## src/design/tolo_pkg.sv

```systemverilog
// constants, register map and types shared by the thermal overload output logic
package tolo_pkg;
	// clock and program cycle timing
	localparam int CLK_PERIOD_NS     = 100;
	localparam int PROG_CYCLE_US     = 5000;
	localparam int PROG_CYCLE_CYCLES = (PROG_CYCLE_US * 1000) / CLK_PERIOD_NS;
	localparam int TRIP_STEP_US      = 5000;

	// register byte offsets
	localparam logic [7:0] ADDR_CTRL      = 8'h00;
	localparam logic [7:0] ADDR_ALARM1    = 8'h04;
	localparam logic [7:0] ADDR_ALARM2    = 8'h08;
	localparam logic [7:0] ADDR_INHIBIT   = 8'h0c;
	localparam logic [7:0] ADDR_TRIP      = 8'h10;
	localparam logic [7:0] ADDR_DELAY     = 8'h14;
	localparam logic [7:0] ADDR_PICKUP    = 8'h18;
	localparam logic [7:0] ADDR_STATUS    = 8'h1c;
	localparam logic [7:0] ADDR_BLOCK_EVT = 8'h20;

	// control register fields
	localparam int CTRL_ALARM1_EN  = 0;
	localparam int CTRL_ALARM2_EN  = 1;
	localparam int CTRL_INHIBIT_EN = 2;
	localparam int CTRL_FUNC_ON    = 3;
	localparam int CTRL_TEST_MODE  = 4;
	localparam int CTRL_FORCE_EN   = 5;
	localparam int CTRL_FORCE_BLK  = 6;
	localparam logic [31:0] CTRL_RESET = 32'h0000_0008;

	// thresholds in 0.1 % of thermal capacity
	localparam int          THR_W           = 11;
	localparam logic [10:0] THR_MAX         = 11'h5dc;
	localparam logic [10:0] ALARM1_RESET    = 11'h190;
	localparam logic [10:0] ALARM2_RESET    = 11'h190;
	localparam logic [10:0] INHIBIT_RESET   = 11'h320;
	localparam logic [10:0] TRIP_RESET      = 11'h3e8;

	// trip delay in 5 ms steps, 3600.000 s at most
	localparam int          DELAY_W         = 20;
	localparam logic [19:0] DELAY_MAX       = 20'ha_fc80;
	localparam logic [19:0] DELAY_RESET     = 20'h0_0000;

	// currents in 0.1 % of nominal current
	localparam logic [15:0] LIGHT_LOAD_LIM  = 16'h000a;
	localparam logic [15:0] HIGH_LOAD_LIM   = 16'h07d0;
	localparam logic [15:0] PICKUP_RESET    = 16'h03e8;

	// setting factors in hundredths, substitute value 1.00
	localparam logic [15:0] FACTOR_ONE      = 16'h0064;

	// status register fields
	localparam int STAT_COND_LSB  = 8;
	localparam int STAT_LN_LSB    = 12;
	localparam int STAT_LOAD_LSB  = 16;
	localparam int STAT_FAULT_LSB = 20;

	typedef enum logic [1:0] {TS_IDLE, TS_START, TS_TRIP, TS_BLOCKED} tolo_trip_state_type;

	typedef enum logic [2:0] {
		COND_NORMAL  = 3'h0,
		COND_ALARM1  = 3'h1,
		COND_ALARM2  = 3'h2,
		COND_INHIBIT = 3'h3,
		COND_TRIP    = 3'h4,
		COND_BLOCKED = 3'h5
	} tolo_cond_type;

	typedef enum logic [2:0] {
		LN_ON       = 3'h1,
		LN_BLOCKED  = 3'h2,
		LN_TEST     = 3'h3,
		LN_TEST_BLK = 3'h4,
		LN_OFF      = 3'h5
	} tolo_ln_type;

	typedef enum logic [1:0] {LOAD_LIGHT, LOAD_NORMAL, LOAD_OVER, LOAD_HIGH} tolo_load_type;
endpackage

```

## src/design/tolo_sync.sv

```systemverilog
// three-stage synchroniser with agreement filter for a pin input
`timescale 1ns/10ps
module tolo_sync import tolo_pkg::*; (
	input  wire logic clk,
	input  wire logic nrst,
	input  wire logic din,
	output logic      dout
);
	logic s1_reg;
	logic s2_reg;
	logic s3_reg;

	// a change is taken only once stages two and three agree
	always_ff @(posedge clk or negedge nrst) begin
		if (!nrst) begin
			s1_reg <= 1'b0;
			s2_reg <= 1'b0;
			s3_reg <= 1'b0;
			dout   <= 1'b0;
		end else begin
			s1_reg <= din;
			s2_reg <= s1_reg;
			s3_reg <= s2_reg;
			if (s2_reg == s3_reg) begin
				dout <= s3_reg;
			end
		end
	end
endmodule

```

## src/design/tolo_tick.sv

```systemverilog
// program cycle divider producing a one-cycle enable pulse
`timescale 1ns/10ps
module tolo_tick import tolo_pkg::*; #(
	parameter int CYCLES = PROG_CYCLE_CYCLES
) (
	input  wire logic clk,
	input  wire logic nrst,
	output logic      tick
);
	logic [31:0] cnt_reg;

	always_ff @(posedge clk or negedge nrst) begin
		if (!nrst) begin
			cnt_reg <= 32'h0000_0000;
			tick    <= 1'b0;
		end else if (cnt_reg == 32'(CYCLES - 1)) begin
			cnt_reg <= 32'h0000_0000;
			tick    <= 1'b1;
		end else begin
			cnt_reg <= cnt_reg + 32'h0000_0001;
			tick    <= 1'b0;
		end
	end
endmodule

```

## src/design/tolo_top.sv

```systemverilog
// thermal overload output, trip blocking and status logic with wishbone registers
`timescale 1ns/10ps
module tolo_top import tolo_pkg::*; #(
	parameter int PROG_CYCLES = PROG_CYCLE_CYCLES
) (
	input  wire logic        CLK,
	input  wire logic        NRST,
	input  wire logic        WB_CYC_I,
	input  wire logic        WB_STB_I,
	input  wire logic        WB_WE_I,
	input  wire logic [7:0]  WB_ADR_I,
	input  wire logic [3:0]  WB_SEL_I,
	input  wire logic [31:0] WB_DAT_I,
	output logic [31:0]      WB_DAT_O,
	output logic             WB_ACK_O,
	input  wire logic [10:0] THERMAL_CAP,
	input  wire logic [15:0] LOAD_CURRENT,
	input  wire logic        BLOCK_PIN,
	input  wire logic [15:0] SERVICE_FACTOR,
	input  wire logic        SERVICE_FACTOR_BAD,
	input  wire logic [15:0] AMBIENT_K,
	input  wire logic        AMBIENT_BAD,
	input  wire logic [15:0] NOMINAL_SCALE,
	input  wire logic        NOMINAL_BAD,
	input  wire logic        AMBIENT_K_INCONSISTENT,
	output logic             FIRST_ALARM,
	output logic             SECOND_ALARM,
	output logic             RESTART_INHIBIT,
	output logic             TRIP,
	output logic             START,
	output logic             BLOCKED,
	output logic [2:0]       OPERATING_CONDITION,
	output logic [2:0]       LOGICAL_NODE_MODE,
	output logic [1:0]       LOAD_CLASS,
	output logic [3:0]       SETTING_FAULT_FLAG,
	output logic [15:0]      USED_SERVICE_FACTOR,
	output logic [15:0]      USED_AMBIENT_K,
	output logic [15:0]      USED_NOMINAL_SCALE,
	output logic             DISPLAY_EVENT,
	output logic             BLOCK_EVENT,
	output logic [15:0]      BLOCK_EVT_CURRENT,
	output logic [2:0]       BLOCK_EVT_FAULT
);
	////////////////////////////////////////////////////////////////////////////////
	// register bus

	function automatic logic [31:0] merge(input logic [31:0] old, input logic [31:0] wd,
		input logic [3:0] sel);
		logic [31:0] res;
		res = old;
		for (int i = 0; i < 4; i++) begin
			if (sel[i]) begin
				res[8*i +: 8] = wd[8*i +: 8];
			end
		end
		return res;
	endfunction

	function automatic logic [10:0] clamp_thr(input logic [31:0] v);
		return (v > 32'(THR_MAX)) ? THR_MAX : v[10:0];
	endfunction

	logic [31:0]         ctrl_reg;
	logic [10:0]         alarm1_thr_reg;
	logic [10:0]         alarm2_thr_reg;
	logic [10:0]         inhibit_thr_reg;
	logic [10:0]         trip_thr_reg;
	logic [19:0]         delay_reg;
	logic [15:0]         pickup_reg;
	logic [31:0]         rdata_next;
	logic [31:0]         status_word;
	logic                tick;
	logic                pin_blk;
	logic                blk_reg;
	logic [19:0]         cnt_reg;
	tolo_trip_state_type state_reg;
	tolo_trip_state_type state_next;

	wire req     = WB_CYC_I & WB_STB_I;
	// writes land at the edge where the master samples the ack
	wire wr_en   = req & WB_WE_I & WB_ACK_O;
	wire wr_ctrl = wr_en & (WB_ADR_I == ADDR_CTRL);
	wire wr_a1   = wr_en & (WB_ADR_I == ADDR_ALARM1);
	wire wr_a2   = wr_en & (WB_ADR_I == ADDR_ALARM2);
	wire wr_inh  = wr_en & (WB_ADR_I == ADDR_INHIBIT);
	wire wr_trip = wr_en & (WB_ADR_I == ADDR_TRIP);
	wire wr_dly  = wr_en & (WB_ADR_I == ADDR_DELAY);
	wire wr_pick = wr_en & (WB_ADR_I == ADDR_PICKUP);

	wire [31:0] wd_a1   = merge(32'(alarm1_thr_reg), WB_DAT_I, WB_SEL_I);
	wire [31:0] wd_a2   = merge(32'(alarm2_thr_reg), WB_DAT_I, WB_SEL_I);
	wire [31:0] wd_inh  = merge(32'(inhibit_thr_reg), WB_DAT_I, WB_SEL_I);
	wire [31:0] wd_trip = merge(32'(trip_thr_reg), WB_DAT_I, WB_SEL_I);
	wire [31:0] wd_dly  = merge(32'(delay_reg), WB_DAT_I, WB_SEL_I);
	wire [31:0] wd_pick = merge(32'(pickup_reg), WB_DAT_I, WB_SEL_I);

	always_ff @(posedge CLK or negedge NRST) begin
		if (!NRST) begin
			ctrl_reg        <= CTRL_RESET;
			alarm1_thr_reg  <= ALARM1_RESET;
			alarm2_thr_reg  <= ALARM2_RESET;
			inhibit_thr_reg <= INHIBIT_RESET;
			trip_thr_reg    <= TRIP_RESET;
			delay_reg       <= DELAY_RESET;
			pickup_reg      <= PICKUP_RESET;
		end else begin
			if (wr_ctrl) begin
				ctrl_reg <= merge(ctrl_reg, WB_DAT_I, WB_SEL_I) & 32'h0000_007f;
			end
			// out-of-range thresholds and delay saturate rather than wrap; the pick-up keeps its low 16 bits
			if (wr_a1) begin
				alarm1_thr_reg <= clamp_thr(wd_a1);
			end
			if (wr_a2) begin
				alarm2_thr_reg <= clamp_thr(wd_a2);
			end
			if (wr_inh) begin
				inhibit_thr_reg <= clamp_thr(wd_inh);
			end
			if (wr_trip) begin
				trip_thr_reg <= clamp_thr(wd_trip);
			end
			if (wr_dly) begin
				delay_reg <= (wd_dly > 32'(DELAY_MAX)) ? DELAY_MAX : wd_dly[19:0];
			end
			if (wr_pick) begin
				pickup_reg <= wd_pick[15:0];
			end
		end
	end

	always_comb begin
		if (WB_ADR_I == ADDR_CTRL) begin
			rdata_next = ctrl_reg;
		end else if (WB_ADR_I == ADDR_ALARM1) begin
			rdata_next = 32'(alarm1_thr_reg);
		end else if (WB_ADR_I == ADDR_ALARM2) begin
			rdata_next = 32'(alarm2_thr_reg);
		end else if (WB_ADR_I == ADDR_INHIBIT) begin
			rdata_next = 32'(inhibit_thr_reg);
		end else if (WB_ADR_I == ADDR_TRIP) begin
			rdata_next = 32'(trip_thr_reg);
		end else if (WB_ADR_I == ADDR_DELAY) begin
			rdata_next = 32'(delay_reg);
		end else if (WB_ADR_I == ADDR_PICKUP) begin
			rdata_next = 32'(pickup_reg);
		end else if (WB_ADR_I == ADDR_STATUS) begin
			rdata_next = status_word;
		end else if (WB_ADR_I == ADDR_BLOCK_EVT) begin
			rdata_next = {13'h0000, BLOCK_EVT_FAULT, BLOCK_EVT_CURRENT};
		end else begin
			rdata_next = 32'h0000_0000;
		end
	end

	always_ff @(posedge CLK or negedge NRST) begin
		if (!NRST) begin
			WB_ACK_O <= 1'b0;
			WB_DAT_O <= 32'h0000_0000;
		end else begin
			WB_ACK_O <= req & ~WB_ACK_O;
			if (req & ~WB_ACK_O) begin
				WB_DAT_O <= rdata_next;
			end
		end
	end

	////////////////////////////////////////////////////////////////////////////////
	// blocking source and program cycle

	tolo_tick #(.CYCLES(PROG_CYCLES)) u_tick (
		.clk  (CLK),
		.nrst (NRST),
		.tick (tick)
	);

	tolo_sync u_blk_sync (
		.clk  (CLK),
		.nrst (NRST),
		.din  (BLOCK_PIN),
		.dout (pin_blk)
	);

	wire func_on   = ctrl_reg[CTRL_FUNC_ON];
	wire force_on  = ctrl_reg[CTRL_FORCE_EN];
	// software switch takes over the blocking input only under stage forcing
	wire blk_src   = force_on ? ctrl_reg[CTRL_FORCE_BLK] : pin_blk;

	always_ff @(posedge CLK or negedge NRST) begin
		if (!NRST) begin
			blk_reg <= 1'b0;
		end else if (tick) begin
			blk_reg <= blk_src;
		end
	end

	////////////////////////////////////////////////////////////////////////////////
	// level comparisons, trip path

	wire cap_a1   = THERMAL_CAP >= alarm1_thr_reg;
	wire cap_a2   = THERMAL_CAP >= alarm2_thr_reg;
	wire cap_inh  = THERMAL_CAP >= inhibit_thr_reg;
	wire pickup   = func_on & (THERMAL_CAP >= trip_thr_reg);
	wire a1_next  = func_on & ctrl_reg[CTRL_ALARM1_EN] & cap_a1;
	wire a2_next  = func_on & ctrl_reg[CTRL_ALARM2_EN] & cap_a2;
	wire inh_next = func_on & ctrl_reg[CTRL_INHIBIT_EN] & cap_inh;
	wire delay_done = cnt_reg >= delay_reg;

	always_comb begin
		state_next = state_reg;
		case (state_reg)
			TS_IDLE: begin
				if (tick & pickup & blk_src) begin
					state_next = TS_BLOCKED;
				end else if (tick & pickup) begin
					state_next = (delay_reg == DELAY_RESET) ? TS_TRIP : TS_START;
				end
			end
			TS_START: begin
				if (!pickup) begin
					state_next = TS_IDLE;
				end else if (tick & blk_src) begin
					state_next = TS_IDLE;
				end else if (tick & delay_done) begin
					state_next = TS_TRIP;
				end
			end
			TS_TRIP: begin
				if (!pickup || (tick & blk_src)) begin
					state_next = TS_IDLE;
				end
			end
			TS_BLOCKED: begin
				if (!pickup || (tick & ~blk_src)) begin
					state_next = TS_IDLE;
				end
			end
			default: begin
				state_next = TS_IDLE;
			end
		endcase
	end

	wire blk_evt = tick & blk_src & pickup & (state_reg != TS_BLOCKED);

	always_ff @(posedge CLK or negedge NRST) begin
		if (!NRST) begin
			state_reg <= TS_IDLE;
			cnt_reg   <= DELAY_RESET;
		end else begin
			state_reg <= state_next;
			// counting one step per program cycle keeps the 5 ms resolution
			if (state_next != TS_START) begin
				cnt_reg <= DELAY_RESET;
			end else if (tick) begin
				cnt_reg <= cnt_reg + 20'h0_0001;
			end
		end
	end

	////////////////////////////////////////////////////////////////////////////////
	// status codes and setting faults

	wire blk_now = state_next == TS_BLOCKED;
	wire trip_now = state_next == TS_TRIP;
	wire [2:0] cond_next = blk_now ? COND_BLOCKED : trip_now ? COND_TRIP
		: inh_next ? COND_INHIBIT : a2_next ? COND_ALARM2 : a1_next ? COND_ALARM1
		: COND_NORMAL;
	wire test_on = ctrl_reg[CTRL_TEST_MODE];
	wire [2:0] ln_next = !func_on ? LN_OFF : (test_on & blk_reg) ? LN_TEST_BLK
		: test_on ? LN_TEST : blk_reg ? LN_BLOCKED : LN_ON;
	wire [1:0] load_next = (LOAD_CURRENT < LIGHT_LOAD_LIM) ? LOAD_LIGHT
		: (LOAD_CURRENT > HIGH_LOAD_LIM) ? LOAD_HIGH
		: (LOAD_CURRENT > pickup_reg) ? LOAD_OVER : LOAD_NORMAL;

	assign status_word = {8'h00, SETTING_FAULT_FLAG, 2'b00, LOAD_CLASS, 1'b0,
		LOGICAL_NODE_MODE, 1'b0, OPERATING_CONDITION, 2'b00, BLOCKED, START, TRIP,
		RESTART_INHIBIT, SECOND_ALARM, FIRST_ALARM};

	always_ff @(posedge CLK or negedge NRST) begin
		if (!NRST) begin
			FIRST_ALARM         <= 1'b0;
			SECOND_ALARM        <= 1'b0;
			RESTART_INHIBIT     <= 1'b0;
			TRIP                <= 1'b0;
			START               <= 1'b0;
			BLOCKED             <= 1'b0;
			OPERATING_CONDITION <= COND_NORMAL;
			LOGICAL_NODE_MODE   <= LN_ON;
			LOAD_CLASS          <= LOAD_LIGHT;
			SETTING_FAULT_FLAG  <= 4'h0;
			USED_SERVICE_FACTOR <= FACTOR_ONE;
			USED_AMBIENT_K      <= FACTOR_ONE;
			USED_NOMINAL_SCALE  <= FACTOR_ONE;
			DISPLAY_EVENT       <= 1'b0;
			BLOCK_EVENT         <= 1'b0;
			BLOCK_EVT_CURRENT   <= 16'h0000;
			BLOCK_EVT_FAULT     <= 3'h0;
		end else begin
			FIRST_ALARM         <= a1_next;
			SECOND_ALARM        <= a2_next;
			RESTART_INHIBIT     <= inh_next;
			TRIP                <= trip_now;
			START               <= (state_next == TS_START) | trip_now;
			BLOCKED             <= blk_now;
			OPERATING_CONDITION <= cond_next;
			LOGICAL_NODE_MODE   <= ln_next;
			LOAD_CLASS          <= load_next;
			// flags follow the fault inputs, so they show only while a fault exists
			SETTING_FAULT_FLAG  <= {AMBIENT_K_INCONSISTENT, NOMINAL_BAD, AMBIENT_BAD,
				SERVICE_FACTOR_BAD};
			USED_SERVICE_FACTOR <= SERVICE_FACTOR_BAD ? FACTOR_ONE : SERVICE_FACTOR;
			USED_AMBIENT_K      <= AMBIENT_BAD ? FACTOR_ONE : AMBIENT_K;
			USED_NOMINAL_SCALE  <= NOMINAL_BAD ? FACTOR_ONE : NOMINAL_SCALE;
			DISPLAY_EVENT       <= blk_evt;
			BLOCK_EVENT         <= blk_evt;
			if (blk_evt) begin
				BLOCK_EVT_CURRENT <= LOAD_CURRENT;
				BLOCK_EVT_FAULT   <= cond_next;
			end
		end
	end
endmodule

```

## config.mk

```make
export PLATFORM = sky130hd
export DESIGN_NAME = tolo_top
export DESIGN_NICKNAME = d
export VERILOG_FILES = /design/src/design/tolo_pkg.sv /design/src/design/tolo_sync.sv /design/src/design/tolo_tick.sv /design/src/design/tolo_top.sv
export SDC_FILE = /design/constraint.sdc
export NUM_CORES = 1
export LEC_CHECK = 0
export ABC_AREA = 1
export BUFFER_PORTS_ARGS = -buffer_cell sky130_fd_sc_hd__buf_2
export CELL_PAD_IN_SITES_DETAIL_PLACEMENT = 0
export CELL_PAD_IN_SITES_GLOBAL_PLACEMENT = 1
export CORE_MARGIN = 10
export CORE_UTILIZATION = 40
export CTS_CLUSTER_DIAMETER = 80
export CTS_CLUSTER_SIZE = 30
export DETAILED_ROUTE_END_ITERATION = 8
export HOLD_SLACK_MARGIN = 0.06
export PLACE_DENSITY = 0.79
export SLEW_MARGIN = 20
export SYNTH_ARGS = -nofsm -noshare
export SYNTH_HDL_FRONTEND = slang
export SYNTH_SLANG_ARGS = --single-unit
```

## constraint.sdc

```tcl
create_clock -name CLK -period 6.86 [get_ports CLK]
set_clock_uncertainty 0.2 [all_clocks]
set_input_delay 1.372 -clock CLK [delete_from_list [all_inputs] [get_ports CLK]]
set_output_delay 1.372 -clock CLK [all_outputs]
set_load 0.05 [all_outputs]
```

==> reports/metrics.cfg <==
[global_route]
met1_usage_pct=28.01
grt-ovfl-total=0
grt_max_degree=115
grt_pass1_wl_um=73850
busiest_layer=met2
antenna_found_initial=3
first_global_vias=13000
grt.total_usage_pct=21.03
grtUsageMet3_pct=5.473
grtUsageMet2_pct=33.31

[layout]
drive_above_1_share_pct=17.48
largest_reg_flops=32
final_nets=2213
multiInputGateArea_um2=6449
seq_area_um2=6471
fin_util_pct=46.85
area_growth_pct=16.21
fillCellCount=3523
n_antenna_cell=0

[setup_path]
cp_max_fo=17
crit_type=in -> reg
worstPathRequired_ns=7.05
cp-start-kind=primary input
endpoint_kind=flop
crit_arrival_ns=5.04
ff2ff_setup_slack_ns=2.39

[cts]
cts_buffer_depth=3
clock-sinks=257
cts_repair_resize_count=0
cts-root-buf=clkbuf_16
cts_hold_buf=0
clock_latency_ns=0.53
post-cts-setup-buffers=0
cts_buffers=18
clkTransAtPathRegs_ns=0.09
tritoncts=done
htreeDepth=1

[timing]
min_period_ns=4.852
hold_violations=0
layout_setup_ws_ns=2.008
rsz0062_at_grt=false
drv_slew=0
setup_viol=0
post-route-period-util_pct=70.72
worstMarginPinSlew_ns=0.9847
slew-limit-headroom_pct=34.11
tns_ns=0
fmax_mhz=206.1

[drt]
ant_nets=0
drtIter0Drc=957
wl_per_cell_um=19.01
drt_pre_antenna_iters=6
wl_um=46950
drc=0
via_per_inst=5.212
vias=12870

[power]
finalPower_mw=3.127
ir_drop_mv=0.1882
cellLeakagePower_nw=8.627
power_density_nw_per_um2=189.0

[floorplanning]
fp.dieArea_um2=43540
die_w_um=208.7
initial_core_util_pct=40.32
die_h_um=208.7
core_um2=35310
ioPinCount=249
row_count=69

[logic_synthesis]
yosys-top-cells-count=nand2_1, inv_1, dfrtp_1, nor2_1, o21ai_0
ys_ff_latch=257
syn_area_um2=14240
seq_area_frac_synth_pct=45.46
synth_area_leaders=dfrtp_1, nand2_1, ha_1
synth_area_leader_cell=dfrtp_1
synthFlopType=dfrtp_1
syn-instance-count=1770
synth_warnings=0
synth_top_area_share_pct=39.55
synthArstFlopShare_pct=100.0
synth_edf_count=0
yosysMostFrequentCell=nand2_1
syn_avg_cell_area_um2=8.043
ys_types=57

[placed_design]
place.gp.congestion=0.9042
dpl_worst_slack_ns=1.544
portBuffers=240
dpl.hpwl_um=37260

[run]
cap_violations=0

[min_path]
min_path_type=reg -> reg

[run_status]
status=complete, no violations

## stage by stage
step | instances | hold slack, ns | cell area (um^2)
global placement | 2438 | 0.1443 | 15870
global route | 2469 | 0.2041 | 16540
finish | 2469 | 0.1861 | 16540
detailed placement | 2438 | 0.1441 | 15870
CTS | 2469 | 0.1877 | 16540
floorplan | 1777 | 0.1312 | 14260
## worst max-delay path, stage by stage
cell	delay, ns
buf_2	0.13
ha_1	0.31
nand2_1	0.08
nor2_1	0.14
and2_1	0.14
nand2_1	0.04
nand4_1	0.24
nand2_1	0.14
nor2_1	0.15
o211ai_1	0.13
nand3_1	0.22
inv_1	0.07
ha_1	0.41
nand2_1	0.22
nand3_2	0.11
nor3_2	0.24
nand2_1	0.08
inv_1	0.08
nand2_1	0.12
nor2_1	0.15
nand2_1	0.06
nor2_1	0.16
and3_1	0.19
nor3_2	0.04
## area by class of cell
class,count,area share [%]
well taps,461,3.487
repair buffers,247,7.714
inverters,292,6.625
flip-flops and latches,257,39.12
multi-input cells,1181,38.98
clock inverters,12,1.203
clock buffers,19,2.874
## layer usage
layer	routed length, um	up-vias
li1	-	6234
met1	20780	6094
met2	20940	467
met3	4137	69
met4	1075	4
met5	21	-
## where the power goes
group	internal (mW)	switching (mW)	leakage (nW)	total, mW
clock network	0.596	0.645	0.324	1.24
logic	0.0892	0.247	5.10	0.336
registers	1.54	0.00977	3.20	1.55
total	2.23	0.902	8.63	3.13
## cells by family (layout without fill, tap and decap cells)
kind of cell / Yosys count / count (layout) / synth area share (%)
flops: 257 / 257 / 45.46
buf+inv: 339 / 570 / 9.431
mux: 8 / 8 / 0.6328
simple gates: 732 / 732 / 22.17
compound gates: 319 / 319 / 12.97
fa+ha+maj: 88 / 88 / 7.717
other cells: 1 / 8 / 0.02634
xor+xnor: 26 / 26 / 1.600
## worst paths after layout
check | cells after the start | to | startpoint
worst max-delay path | 24 | cnt_reg[18] | THERMAL_CAP[10]
worst min-delay path | 0 | u_blk_sync.s3_reg | u_blk_sync.s2_reg
worst max register to register | 24 | cnt_reg[18] | trip_thr_reg[8]
worst min register to register | 0 | u_blk_sync.s3_reg | u_blk_sync.s2_reg
max in group asynchronous | 2 | cnt_reg[18] | NRST
min in group asynchronous | 1 | ctrl_reg[2] | NRST
## placed cells by master, fill, tap and decap left out, types with 19 or more instances in the layout
| cell | netlist | final |
|---|---|---|
| a21oi_1 | 91 | 91 |
| buf_2 | 8 | 239 |
| clkbuf_16 | 0 | 19 |
| dfrtp_1 | 225 | 225 |
| dfstp_2 | 32 | 32 |
| ha_1 | 87 | 87 |
| inv_1 | 285 | 285 |
| nand2_1 | 360 | 360 |
| nand3_1 | 71 | 71 |
| nand4_1 | 31 | 31 |
| nor2_1 | 178 | 178 |
| nor3_1 | 34 | 34 |
| nor4_1 | 22 | 22 |
| o21ai_0 | 132 | 132 |
| o22ai_1 | 20 | 20 |
Power figures use the tool's default switching activity.
